$ cat config.mk
export PLATFORM = sky130hd
export DESIGN_NAME = uic_ctrl
export DESIGN_NICKNAME = d
export VERILOG_FILES = /design/src/include/uic_pkg.sv /design/src/rtl/uic_ctrl.sv
export SDC_FILE = /design/constraint.sdc
export NUM_CORES = 1
export LEC_CHECK = 0
export BUFFER_PORTS_ARGS = -buffer_cell sky130_fd_sc_hd__clkbuf_2
export CAP_MARGIN = 20
export CELL_PAD_IN_SITES_DETAIL_PLACEMENT = 1
export CELL_PAD_IN_SITES_GLOBAL_PLACEMENT = 1
export CORE_MARGIN = 2
export CORE_UTILIZATION = 35
export DETAILED_ROUTE_END_ITERATION = 7
export PLACE_DENSITY = 0.74
export RECOVER_POWER = 100
export SLEW_MARGIN = 30
export SYNTH_ARGS = -nofsm -noshare
export SYNTH_HDL_FRONTEND = slang
export SYNTH_SLANG_ARGS = --single-unit
$ cat constraint.sdc
create_clock -name clk -period 1.5 [get_ports clk]
set_input_delay 0.225 -clock clk [delete_from_list [all_inputs] [get_ports clk]]
set_output_delay 0.225 -clock clk [all_outputs]
set_load 0.02 [all_outputs]
$ cat src/include/uic_pkg.sv
// Shared constants and carrier types for the serial-port interrupt and enable control
package uic_pkg;
    // Register port geometry
    localparam int unsigned UIC_AW = 3;
    localparam int unsigned UIC_DW = 8;

    // Register indexes on the plain register port
    localparam logic [2:0] UIC_CTRL = 3'h0;
    localparam logic [2:0] UIC_IE = 3'h1;
    localparam logic [2:0] UIC_FLAGS = 3'h2;
    localparam logic [2:0] UIC_RXBUF = 3'h3;
    localparam logic [2:0] UIC_TXBUF = 3'h4;

    // Control register field positions
    localparam int unsigned CB_SRST = 0;
    localparam int unsigned CB_RXEN = 1;
    localparam int unsigned CB_TXEN = 2;
    localparam int unsigned CB_ERRIE = 3;
    localparam int unsigned CB_ADDRF = 4;
    localparam int unsigned CB_SEDGE = 5;

    // Interrupt enable register field positions
    localparam int unsigned IB_RX = 0;
    localparam int unsigned IB_TX = 1;

    // Flag register field positions
    localparam int unsigned FB_RX = 0;
    localparam int unsigned FB_TX = 1;
    localparam int unsigned FB_EMPTY = 2;

    // Values after reset
    localparam logic SRST_RST = 1'b1;
    localparam logic TXFLAG_RST = 1'b1;
    localparam logic LINE_IDLE = 1'b1;

    // Character handed over by the receive shift engine
    typedef struct packed {
        logic valid;
        logic err;
        logic addr;
        logic [7:0] data;
    } uic_rx_ev_t;

    // Load strobe and character toward the transmit shift engine
    typedef struct packed {
        logic load;
        logic [7:0] data;
    } uic_tx_ld_t;
endpackage

$ cat src/rtl/uic_ctrl.sv
// Interrupt flag, interrupt enable and direction enable control of a serial port
//
// Our own choices: the address map and the plain strobed port.
`timescale 1ns/1ps
module uic_ctrl
    import uic_pkg::*;
(
    // Clock and reset
    input wire logic clk,
    input wire logic rst_n,
    // Register port
    input wire logic [UIC_AW-1:0] addr,
    input wire logic [UIC_DW-1:0] wdata,
    input wire logic wr,
    input wire logic rd,
    output logic [UIC_DW-1:0] rdata,
    // Processor interrupt side
    input wire logic global_irq_enable,
    input wire logic rx_irq_ack,
    input wire logic tx_irq_ack,
    output logic rx_irq,
    output logic tx_irq,
    // Receive shift engine
    input wire logic serial_rx_line,
    input wire logic rx_busy,
    input wire uic_rx_ev_t rx_ev,
    output logic rx_run,
    // Transmit shift engine
    input wire logic tx_shift_busy,
    output uic_tx_ld_t tx_ld
);
    logic srst_r, re_r, te_r, err_ie_r, addr_f_r, se_r;
    logic rx_ie_r, tx_ie_r, rx_flag_r, tx_flag_r, start_req_r;
    logic rx_run_r, rx_irq_r, tx_irq_r, te_prev_r;
    logic tx_full_r, tx_go_r;
    logic s1_r, s2_r, s3_r, line_r;
    logic [7:0] rx_buffer_r, tx_buffer_r;
    logic [UIC_DW-1:0] rdata_r;
    uic_tx_ld_t tx_ld_r;
    logic wr_ctrl, wr_ie, wr_tx, rd_rx, rx_store, rx_take, fall, load_now, tx_empty;

    // Register port decode
    assign wr_ctrl = wr && (addr == UIC_CTRL);
    assign wr_ie = wr && (addr == UIC_IE);
    assign wr_tx = wr && (addr == UIC_TXBUF);
    assign rd_rx = rd && (addr == UIC_RXBUF);

    // Receive qualification: filter first, then error gating
    assign rx_store = rx_ev.valid && rx_run_r && !srst_r
        && (!addr_f_r || rx_ev.addr);
    assign rx_take = rx_store && (!rx_ev.err || err_ie_r);

    // Transmit load: committed byte moves once the shifter is free
    assign load_now = tx_go_r && !tx_shift_busy && !tx_ld_r.load && !srst_r;
    assign tx_empty = !tx_full_r && !tx_shift_busy && !tx_ld_r.load;

    // Start edge on the filtered line
    assign fall = line_r && (s2_r == s3_r) && !s3_r;

    // Control register; direction enables ignore the soft reset bit
    always_ff @(posedge clk) begin
        if (!rst_n) begin
            srst_r <= SRST_RST;
            re_r <= 1'b0;
            te_r <= 1'b0;
            err_ie_r <= 1'b0;
            addr_f_r <= 1'b0;
            se_r <= 1'b0;
        end else if (wr_ctrl) begin
            srst_r <= wdata[CB_SRST];
            re_r <= wdata[CB_RXEN];
            te_r <= wdata[CB_TXEN];
            err_ie_r <= wdata[CB_ERRIE];
            addr_f_r <= wdata[CB_ADDRF];
            se_r <= wdata[CB_SEDGE];
        end
    end

    // Interrupt enables, held clear under soft reset
    always_ff @(posedge clk) begin
        if (!rst_n || srst_r) begin
            rx_ie_r <= 1'b0;
            tx_ie_r <= 1'b0;
        end else if (wr_ie) begin
            rx_ie_r <= wdata[IB_RX];
            tx_ie_r <= wdata[IB_TX];
        end
    end

    // Three-stage line synchroniser with agreement filter
    always_ff @(posedge clk) begin
        if (!rst_n) begin
            s1_r <= LINE_IDLE;
            s2_r <= LINE_IDLE;
            s3_r <= LINE_IDLE;
            line_r <= LINE_IDLE;
        end else begin
            s1_r <= serial_rx_line;
            s2_r <= s1_r;
            s3_r <= s2_r;
            if (s2_r == s3_r) begin
                line_r <= s3_r;
            end
        end
    end

    // Receiver run: stays on only to finish a character in progress
    always_ff @(posedge clk) begin
        if (!rst_n || srst_r) begin
            rx_run_r <= 1'b0;
        end else begin
            rx_run_r <= re_r || (rx_busy && rx_run_r);
        end
    end

    // Hidden start-detect request
    always_ff @(posedge clk) begin
        if (!rst_n || srst_r || !se_r) begin
            start_req_r <= 1'b0;
        end else if (fall && re_r) begin
            start_req_r <= 1'b1;
        end
    end

    // Receive flag: set wins over read and service clears
    always_ff @(posedge clk) begin
        if (!rst_n || srst_r) begin
            rx_flag_r <= 1'b0;
        end else if (rx_take) begin
            rx_flag_r <= 1'b1;
        end else if (rd_rx || (rx_irq_ack && !se_r)) begin
            rx_flag_r <= 1'b0;
        end
    end

    // Receive buffer
    always_ff @(posedge clk) begin
        if (!rst_n) begin
            rx_buffer_r <= 8'h00;
        end else if (rx_store) begin
            rx_buffer_r <= rx_ev.data;
        end
    end

    // Transmit buffer store; always writable
    always_ff @(posedge clk) begin
        if (!rst_n) begin
            tx_buffer_r <= 8'h00;
        end else if (wr_tx) begin
            tx_buffer_r <= wdata[7:0];
        end
    end

    // Transmit buffer occupancy and commitment to send
    always_ff @(posedge clk) begin
        if (!rst_n || srst_r) begin
            tx_full_r <= 1'b0;
            tx_go_r <= 1'b0;
            te_prev_r <= 1'b0;
        end else begin
            te_prev_r <= te_r;
            if (wr_tx) begin
                tx_full_r <= 1'b1;
                tx_go_r <= te_r || tx_shift_busy || tx_ld_r.load;
            end else if (load_now) begin
                tx_full_r <= 1'b0;
                tx_go_r <= 1'b0;
            end else if (te_r && !te_prev_r) begin
                tx_go_r <= tx_full_r;
            end
        end
    end

    // Load strobe and character toward the shifter
    always_ff @(posedge clk) begin
        if (!rst_n || srst_r) begin
            tx_ld_r <= '0;
        end else begin
            tx_ld_r.load <= load_now;
            if (load_now) begin
                tx_ld_r.data <= tx_buffer_r;
            end
        end
    end

    // Transmit flag: set on buffer freed, beats write and service clears
    always_ff @(posedge clk) begin
        if (!rst_n || srst_r) begin
            tx_flag_r <= TXFLAG_RST;
        end else if (load_now) begin
            tx_flag_r <= 1'b1;
        end else if (wr_tx || tx_irq_ack) begin
            tx_flag_r <= 1'b0;
        end
    end

    // Two separate interrupt requests
    always_ff @(posedge clk) begin
        if (!rst_n || srst_r) begin
            rx_irq_r <= 1'b0;
            tx_irq_r <= 1'b0;
        end else begin
            rx_irq_r <= (rx_flag_r || start_req_r) && rx_ie_r && global_irq_enable;
            tx_irq_r <= tx_flag_r && tx_ie_r && global_irq_enable;
        end
    end

    // Read data, valid only in the cycle after the strobe
    always_ff @(posedge clk) begin
        if (!rst_n || !rd) begin
            rdata_r <= '0;
        end else begin
            unique case (addr)
                UIC_CTRL: rdata_r <= {2'h0, se_r, addr_f_r, err_ie_r, te_r, re_r, srst_r};
                UIC_IE: rdata_r <= {6'h00, tx_ie_r, rx_ie_r};
                UIC_FLAGS: rdata_r <= {5'h00, tx_empty, tx_flag_r, rx_flag_r};
                UIC_RXBUF: rdata_r <= rx_buffer_r;
                UIC_TXBUF: rdata_r <= tx_buffer_r;
                default: rdata_r <= '0;
            endcase
        end
    end

    // Outputs straight from flip-flops
    assign rdata = rdata_r;
    assign rx_irq = rx_irq_r;
    assign tx_irq = tx_irq_r;
    assign rx_run = rx_run_r;
    assign tx_ld = tx_ld_r;
endmodule // uic_ctrl

==> flow_metrics.env, run 1 <==
export IMPL_clk_path_buf_depth=2
export IMPL_avgSynthCellArea_um2=9.40
export IMPL_htree_levels=2
export IMPL_cp_start_kind="input port"
export IMPL_final_design_area_no_fill_um2=2560
export IMPL_hold_end="s1_r"
export IMPL_synth_area_um2=2120
export IMPL_hp_start="serial_rx_line"
export IMPL_cts_resized=0
export IMPL_final_nets=316
export IMPL_cts_reportedPaths_clkPinSlew_ns=0.09
export IMPL_fillers=743
export IMPL_port_buffers=51
export IMPL_cts_buffers=5
export IMPL_drive_gt1_frac=0.186
export IMPL_yosysWarnings=0
export IMPL_clock_latency_ns=0.31
export IMPL_route_vias_total=1778
export IMPL_die_w_um=81.9
export IMPL_finalPower_mw=2.59
export IMPL_intPower_mw=2.01
export IMPL_antenna_found_initial=0
export IMPL_synth_ff_type="dfxtp_1"
export IMPL_p_per_area_nw_per_um2=1010
export IMPL_reg2reg_from="addr_f_r"
export IMPL_io_pins=52
export IMPL_required_ns=1.68
export IMPL_holdBufCountCts=0
export IMPL_r2r_end="rx_buffer_r[4]"
export IMPL_syn_num_nets=258
export IMPL_power_leakage_nw=0.907
export IMPL_yosys_area_top_type_share=0.509
export IMPL_p_sw_uw=577
export IMPL_r2r_slack_ns=0.23
export IMPL_synthCells=226
export IMPL_grt_max_degree=17
export IMPL_grt_overflow=0
export IMPL_hold_viol_final=0
export IMPL_synth_top_area_cell="dfxtp_1"
export IMPL_clock_fmax_ghz=0.740
export IMPL_vias_per_cell=4.94
export IMPL_core_area_um2=5890
export IMPL_grt_pass1_wl_um=8890
export IMPL_fin_util=0.434
export IMPL_clockRootBuffer="clkbuf_8"
export IMPL_wl_per_cell_um=15.4
export IMPL_area_growth_syn_to_layout_pct=20.3
export IMPL_ant_nets=0
export IMPL_combPwrFrac=0.060
export IMPL_dp_hpwl_um=4320
export IMPL_dieArea_um2=6710
export IMPL_die_h_um=81.9
export IMPL_rsz0062_at_grt="false"
export IMPL_cts_sinks=54
export IMPL_reg2regPathDepth=5
export IMPL_hold_class="in -> reg"
export IMPL_crit_type="in -> reg"
export IMPL_tightest_slew_ns=0.595
export IMPL_insertedDiodeCount=0
export IMPL_async_flop_share=0
export IMPL_grt_pass1_vias=1787
export IMPL_grt_use_total=0.180
export IMPL_synth_distinct_cells=33
export IMPL_hold_depth=2
export IMPL_tns_ns=0
export IMPL_report_final_slew_viol_count=0
export IMPL_slew_headroom=0.598
export IMPL_synth_seq_cells=54
export IMPL_synth_area_top_cells="dfxtp_1, mux2i_1, nand2_1"
export IMPL_ys_seq_area_frac=0.509
export IMPL_drcViolationCount=0
export IMPL_gp_congestion=0.838
export IMPL_start_util=0.361
export IMPL_p_clk_frac=0.377
export IMPL_rows=28
export IMPL_seqPwrFrac=0.562
export IMPL_yosysMostFrequentCell="dfxtp_1"
export IMPL_wirelength_um=5540
export IMPL_dr_first_iter_drc_count=85
export IMPL_peakVddDrop_v=0.000458
export IMPL_finalCriticalPeriod_ns=1.35
export IMPL_final_period_utilization=0.900
export IMPL_firstDrtPassIters=4
export IMPL_drv_cap=0
export IMPL_status="finished clean"
export IMPL_cp_max_fo=12
export IMPL_synth_commonest_cells="dfxtp_1, nand2_1, nor2_1, nor2b_1, mux2i_1"
export IMPL_critPathCaptureType="flop"
export IMPL_postCtsSetupRepairBufs=0
export IMPL_p_sw_frac=0.223
export IMPL_finalSetupViolCount=0
export IMPL_finClkSkew_ns=0.00883
export IMPL_worstPathArrival_ns=1.53
export IMPL_synth_edf_count=0
export IMPL_placed_cell_area_um2=2510
export IMPL_cts_tree="done"
registers in the layout, indices dropped and copies added, names as in the netlist, 8 cells and up:
register	cells
tx_ld	9
rx_buffer_r	8
rdata	8
tx_buffer_r	8
power by group through the flow:
| stage | Sequential (mW) | Combinational (mW) | Clock [mW] |
|---|---|---|---|
| after floorplan | 1.49 | 0.0854 | 0 |
| after global placement | 1.49 | 0.164 | 0 |
| after detailed placement | 1.49 | 0.166 | 0 |
| after CTS | 1.46 | 0.167 | 1.01 |
| after global routing | 1.46 | 0.174 | 1.07 |
| final | 1.46 | 0.156 | 0.977 |
layout make-up:
| cell class | instances | area, um^2 | share of cell area |
|---|---|---|---|
| Tap cell | 75 | 93.8 | 0.0367 |
| Clock buffer | 5 | 68.8 | 0.0269 |
| Timing Repair Buffer | 64 | 312 | 0.122 |
| Sequential cell | 54 | 1080 | 0.423 |
| Multi-Input combinational cell | 157 | 953 | 0.373 |
| Clock inverter | 3 | 40.0 | 0.0157 |
| Inverter | 2 | 7.51 | 0.00294 |
worst max-delay path, cell delays in order:
cell and delay [ns]:
clkbuf_2 0.18, nor4b_1 0.60, buf_4 0.27, mux2i_1 0.19
nand2_1 0.07
per-layer routing:
| metal | up-vias | part of all wire | global-route usage |
|---|---|---|---|
| met5 | - | 0 | 0 |
| met4 | 0 | 0.028 | 0.0867 |
| met3 | 10 | 0.047 | 0.0330 |
| met2 | 48 | 0.48 | 0.302 |
| met1 | 836 | 0.44 | 0.222 |
| li1 | 884 | - | - |
metrics by stage:
stage	setup slack (ns)	hold WS, ns	cells
4_1_cts	0.223	0.0775	360
3_5_place_dp	0.0850	0.398	352
6_report	0.149	0.0889	360
3_3_place_gp	0.124	0.391	352
2_1_floorplan	0.277	0.326	226
5_1_grt	0.0757	0.0791	360
cells in the final DEF (no fill, tap or decap), types with 3 or more instances in the layout:
master    count
nand3_1       6
nor2b_1      17
clkbuf_2     30
a21oi_1      13
mux2_2        6
clkbuf_8      5
dfxtp_1      54
o21ai_0       3
a21boi_0      8
nand2b_1      5
a22oi_1       7
nor2_1       17
nand2_1      38
clkbuf_1     25
buf_4         9
mux2i_1      16
how the worst max path moves through the flow:
stage | end | slack (ns) | cells after the start | from
floorplan | rx_buffer_r[0] | 0.28 | 5 | rx_run
global placement | tx_ie_r | 0.12 | 5 | addr[2]
detailed placement | rx_ie_r | 0.09 | 5 | addr[2]
CTS | rx_buffer_r[4] | 0.22 | 5 | addr_f_r
global route | rx_buffer_r[6] | 0.08 | 5 | addr_f_r
finish | srst_r | 0.15 | 5 | addr[1]
cells by family (layout without fill, tap and decap cells):
logic type	after synthesis	count (layout)	synth area share
AO/OA/AOI/OAI	40	40	0.126
buffers and inverters	15	74	0.0330
flip-flops	54	54	0.509
multiplexers	22	22	0.107
AND/OR/NAND/NOR	95	95	0.225
(Power assumes the default switching activity.)
==> inputs of run 2 (changes only) <==
- PLACE_DENSITY: 0.74 -> not set
- PLACE_DENSITY_LB_ADDON: not set -> 0.25
==> flow_metrics.env, run 2 (synthesized netlist as in run 1, its figures left out) <==
export IMPL_tightest_slew_ns=0.487
export IMPL_hp_start="serial_rx_line"
export IMPL_r2r_slack_ns=0.21
export IMPL_vias_per_cell=4.89
export IMPL_final_nets=315
export IMPL_grt_use_total=0.174
export IMPL_reg2reg_from="te_r"
export IMPL_fillers=734
export IMPL_route_vias_total=1755
export IMPL_area_growth_syn_to_layout_pct=19.1
export IMPL_cts_sinks=54
export IMPL_cts_tree="done"
export IMPL_ant_nets=0
export IMPL_hold_depth=2
export IMPL_crit_slowest_cell="nor4b_1"
export IMPL_clockRootBuffer="clkbuf_8"
export IMPL_largest_reg_flops=9
export IMPL_gp_congestion=0.797
export IMPL_peakVddDrop_v=0.000450
export IMPL_clock_latency_ns=0.31
export IMPL_antenna_found_initial=0
export IMPL_hold_viol_final=0
export IMPL_cts_reportedPaths_clkPinSlew_ns=0.10
export IMPL_slew_headroom=0.671
export IMPL_finalSetupViolCount=0
export IMPL_rows=28
export IMPL_cp_common_cell="clkbuf_2"
export IMPL_dieArea_um2=6710
export IMPL_crit_type="in -> reg"
export IMPL_critPathCaptureType="flop"
export IMPL_firstDrtPassIters=3
export IMPL_r2r_end="tx_go_r"
export IMPL_cp_max_fo=16
export IMPL_io_pins=52
export IMPL_grt_pass1_vias=1785
export IMPL_finClkSkew_ns=0.00813
export IMPL_clk_path_buf_depth=2
export IMPL_hold_class="in -> reg"
export IMPL_p_per_area_nw_per_um2=960
export IMPL_fin_util=0.430
export IMPL_rsz0062_at_grt="false"
export IMPL_max_stage_delay_ns=0.50
export IMPL_htree_levels=2
export IMPL_finalCriticalPeriod_ns=1.32
export IMPL_die_h_um=81.9
export IMPL_port_buffers=51
export IMPL_power_leakage_nw=0.889
export IMPL_cts_resized=0
export IMPL_final_period_utilization=0.881
export IMPL_die_w_um=81.9
export IMPL_required_ns=1.70
export IMPL_cp_start_kind="input port"
export IMPL_wirelength_um=5410
export IMPL_layout_cells_most_common_list="dfxtp_1, nand2_1, clkbuf_2"
export IMPL_dr_first_iter_drc_count=42
export IMPL_cts_buffers=5
export IMPL_path_cells="clkbuf_2 -> nor4b_1 -> clkbuf_2 -> mux2i_1 -> nor2b_1"
export IMPL_hold_end="s1_r"
export IMPL_dp_hpwl_um=4150
export IMPL_worstPathArrival_ns=1.52
export IMPL_core_area_um2=5890
export IMPL_start_util=0.361
export IMPL_wl_per_cell_um=15.1
export IMPL_mostFrequentLayoutCell="dfxtp_1"
export IMPL_grt_pass1_wl_um=8850
export IMPL_drcViolationCount=0
export IMPL_tns_ns=0
export IMPL_drive_gt1_frac=0.183
export IMPL_grt_overflow=0
export IMPL_reg2regPathDepth=4
export IMPL_drv_cap=0
export IMPL_postCtsSetupRepairBufs=0
export IMPL_status="finished clean"
export IMPL_holdBufCountCts=0
export IMPL_report_final_slew_viol_count=0
export IMPL_insertedDiodeCount=0
export IMPL_grt_max_degree=18
export IMPL_clock_fmax_ghz=0.756
run 2: cell count changes in the layout (fill, tap and decap cells not counted), sizes merged:
cell | before | now
bufinv | 1 | 0
clkbuf | 60 | 61
buf | 9 | 8
run 2: critical path, delay by kind of cell:
kind / cells / cell delay, ns
simple gates: 2 / 0.57
buf+inv: 2 / 0.52
mux: 1 / 0.21
run 2: final cells by class:
class	count	area, um^2	area share
sequential	54	1080	0.427
tap	75	93.8	0.0371
clock buffer	6	72.6	0.0287
multi-input combinational	157	958	0.379
clock inverter	2	13.8	0.00544
inverter	2	7.51	0.00297
timing repair buffer	63	304	0.120
run 2: per-layer routing:
metal,share of wire,wire [um],global-route usage,up-vias
met4,0.011,61,0.0517,0
met5,0,0,0,-
met3,0.032,172,0.0297,7
met2,0.48,2600,0.285,29
li1,-,-,-,884
met1,0.48,2580,0.234,835
run 2: how the worst max path moves through the flow:
stage	slack (ns)	endpoint	startpoint	cells after the start
finish	0.18	se_r	addr[2]	5
global route	0.07	te_r	addr[2]	5
global placement	0.11	addr_f_r	addr[2]	5
CTS	0.22	tx_go_r	te_r	4
floorplan	0.28	rx_buffer_r[0]	rx_run	5
detailed placement	0.07	tx_flag_r	addr[2]	3
run 2: stage by stage:
| stage | setup slack [ns] | std cells | hold WS (ns) | area (um^2) | power [mW] |
|---|---|---|---|---|---|
| after detailed placement | 0.0712 | 351 | 0.400 | 2500 | 1.66 |
| after floorplan | 0.277 | 226 | 0.326 | 2120 | 1.57 |
| after CTS | 0.221 | 359 | 0.0893 | 2590 | 2.46 |
| after global routing | 0.0660 | 359 | 0.0877 | 2530 | 2.53 |
| final | 0.178 | 359 | 0.0921 | 2530 | 2.43 |
| after global placement | 0.111 | 351 | 0.405 | 2500 | 1.66 |
run 2: report_power, final:
group	total, mW	switching, mW	internal, mW
Combinational	0.159	0.0832	0.0756
Clock	0.816	0.485	0.331
Sequential	1.46	0.0107	1.45
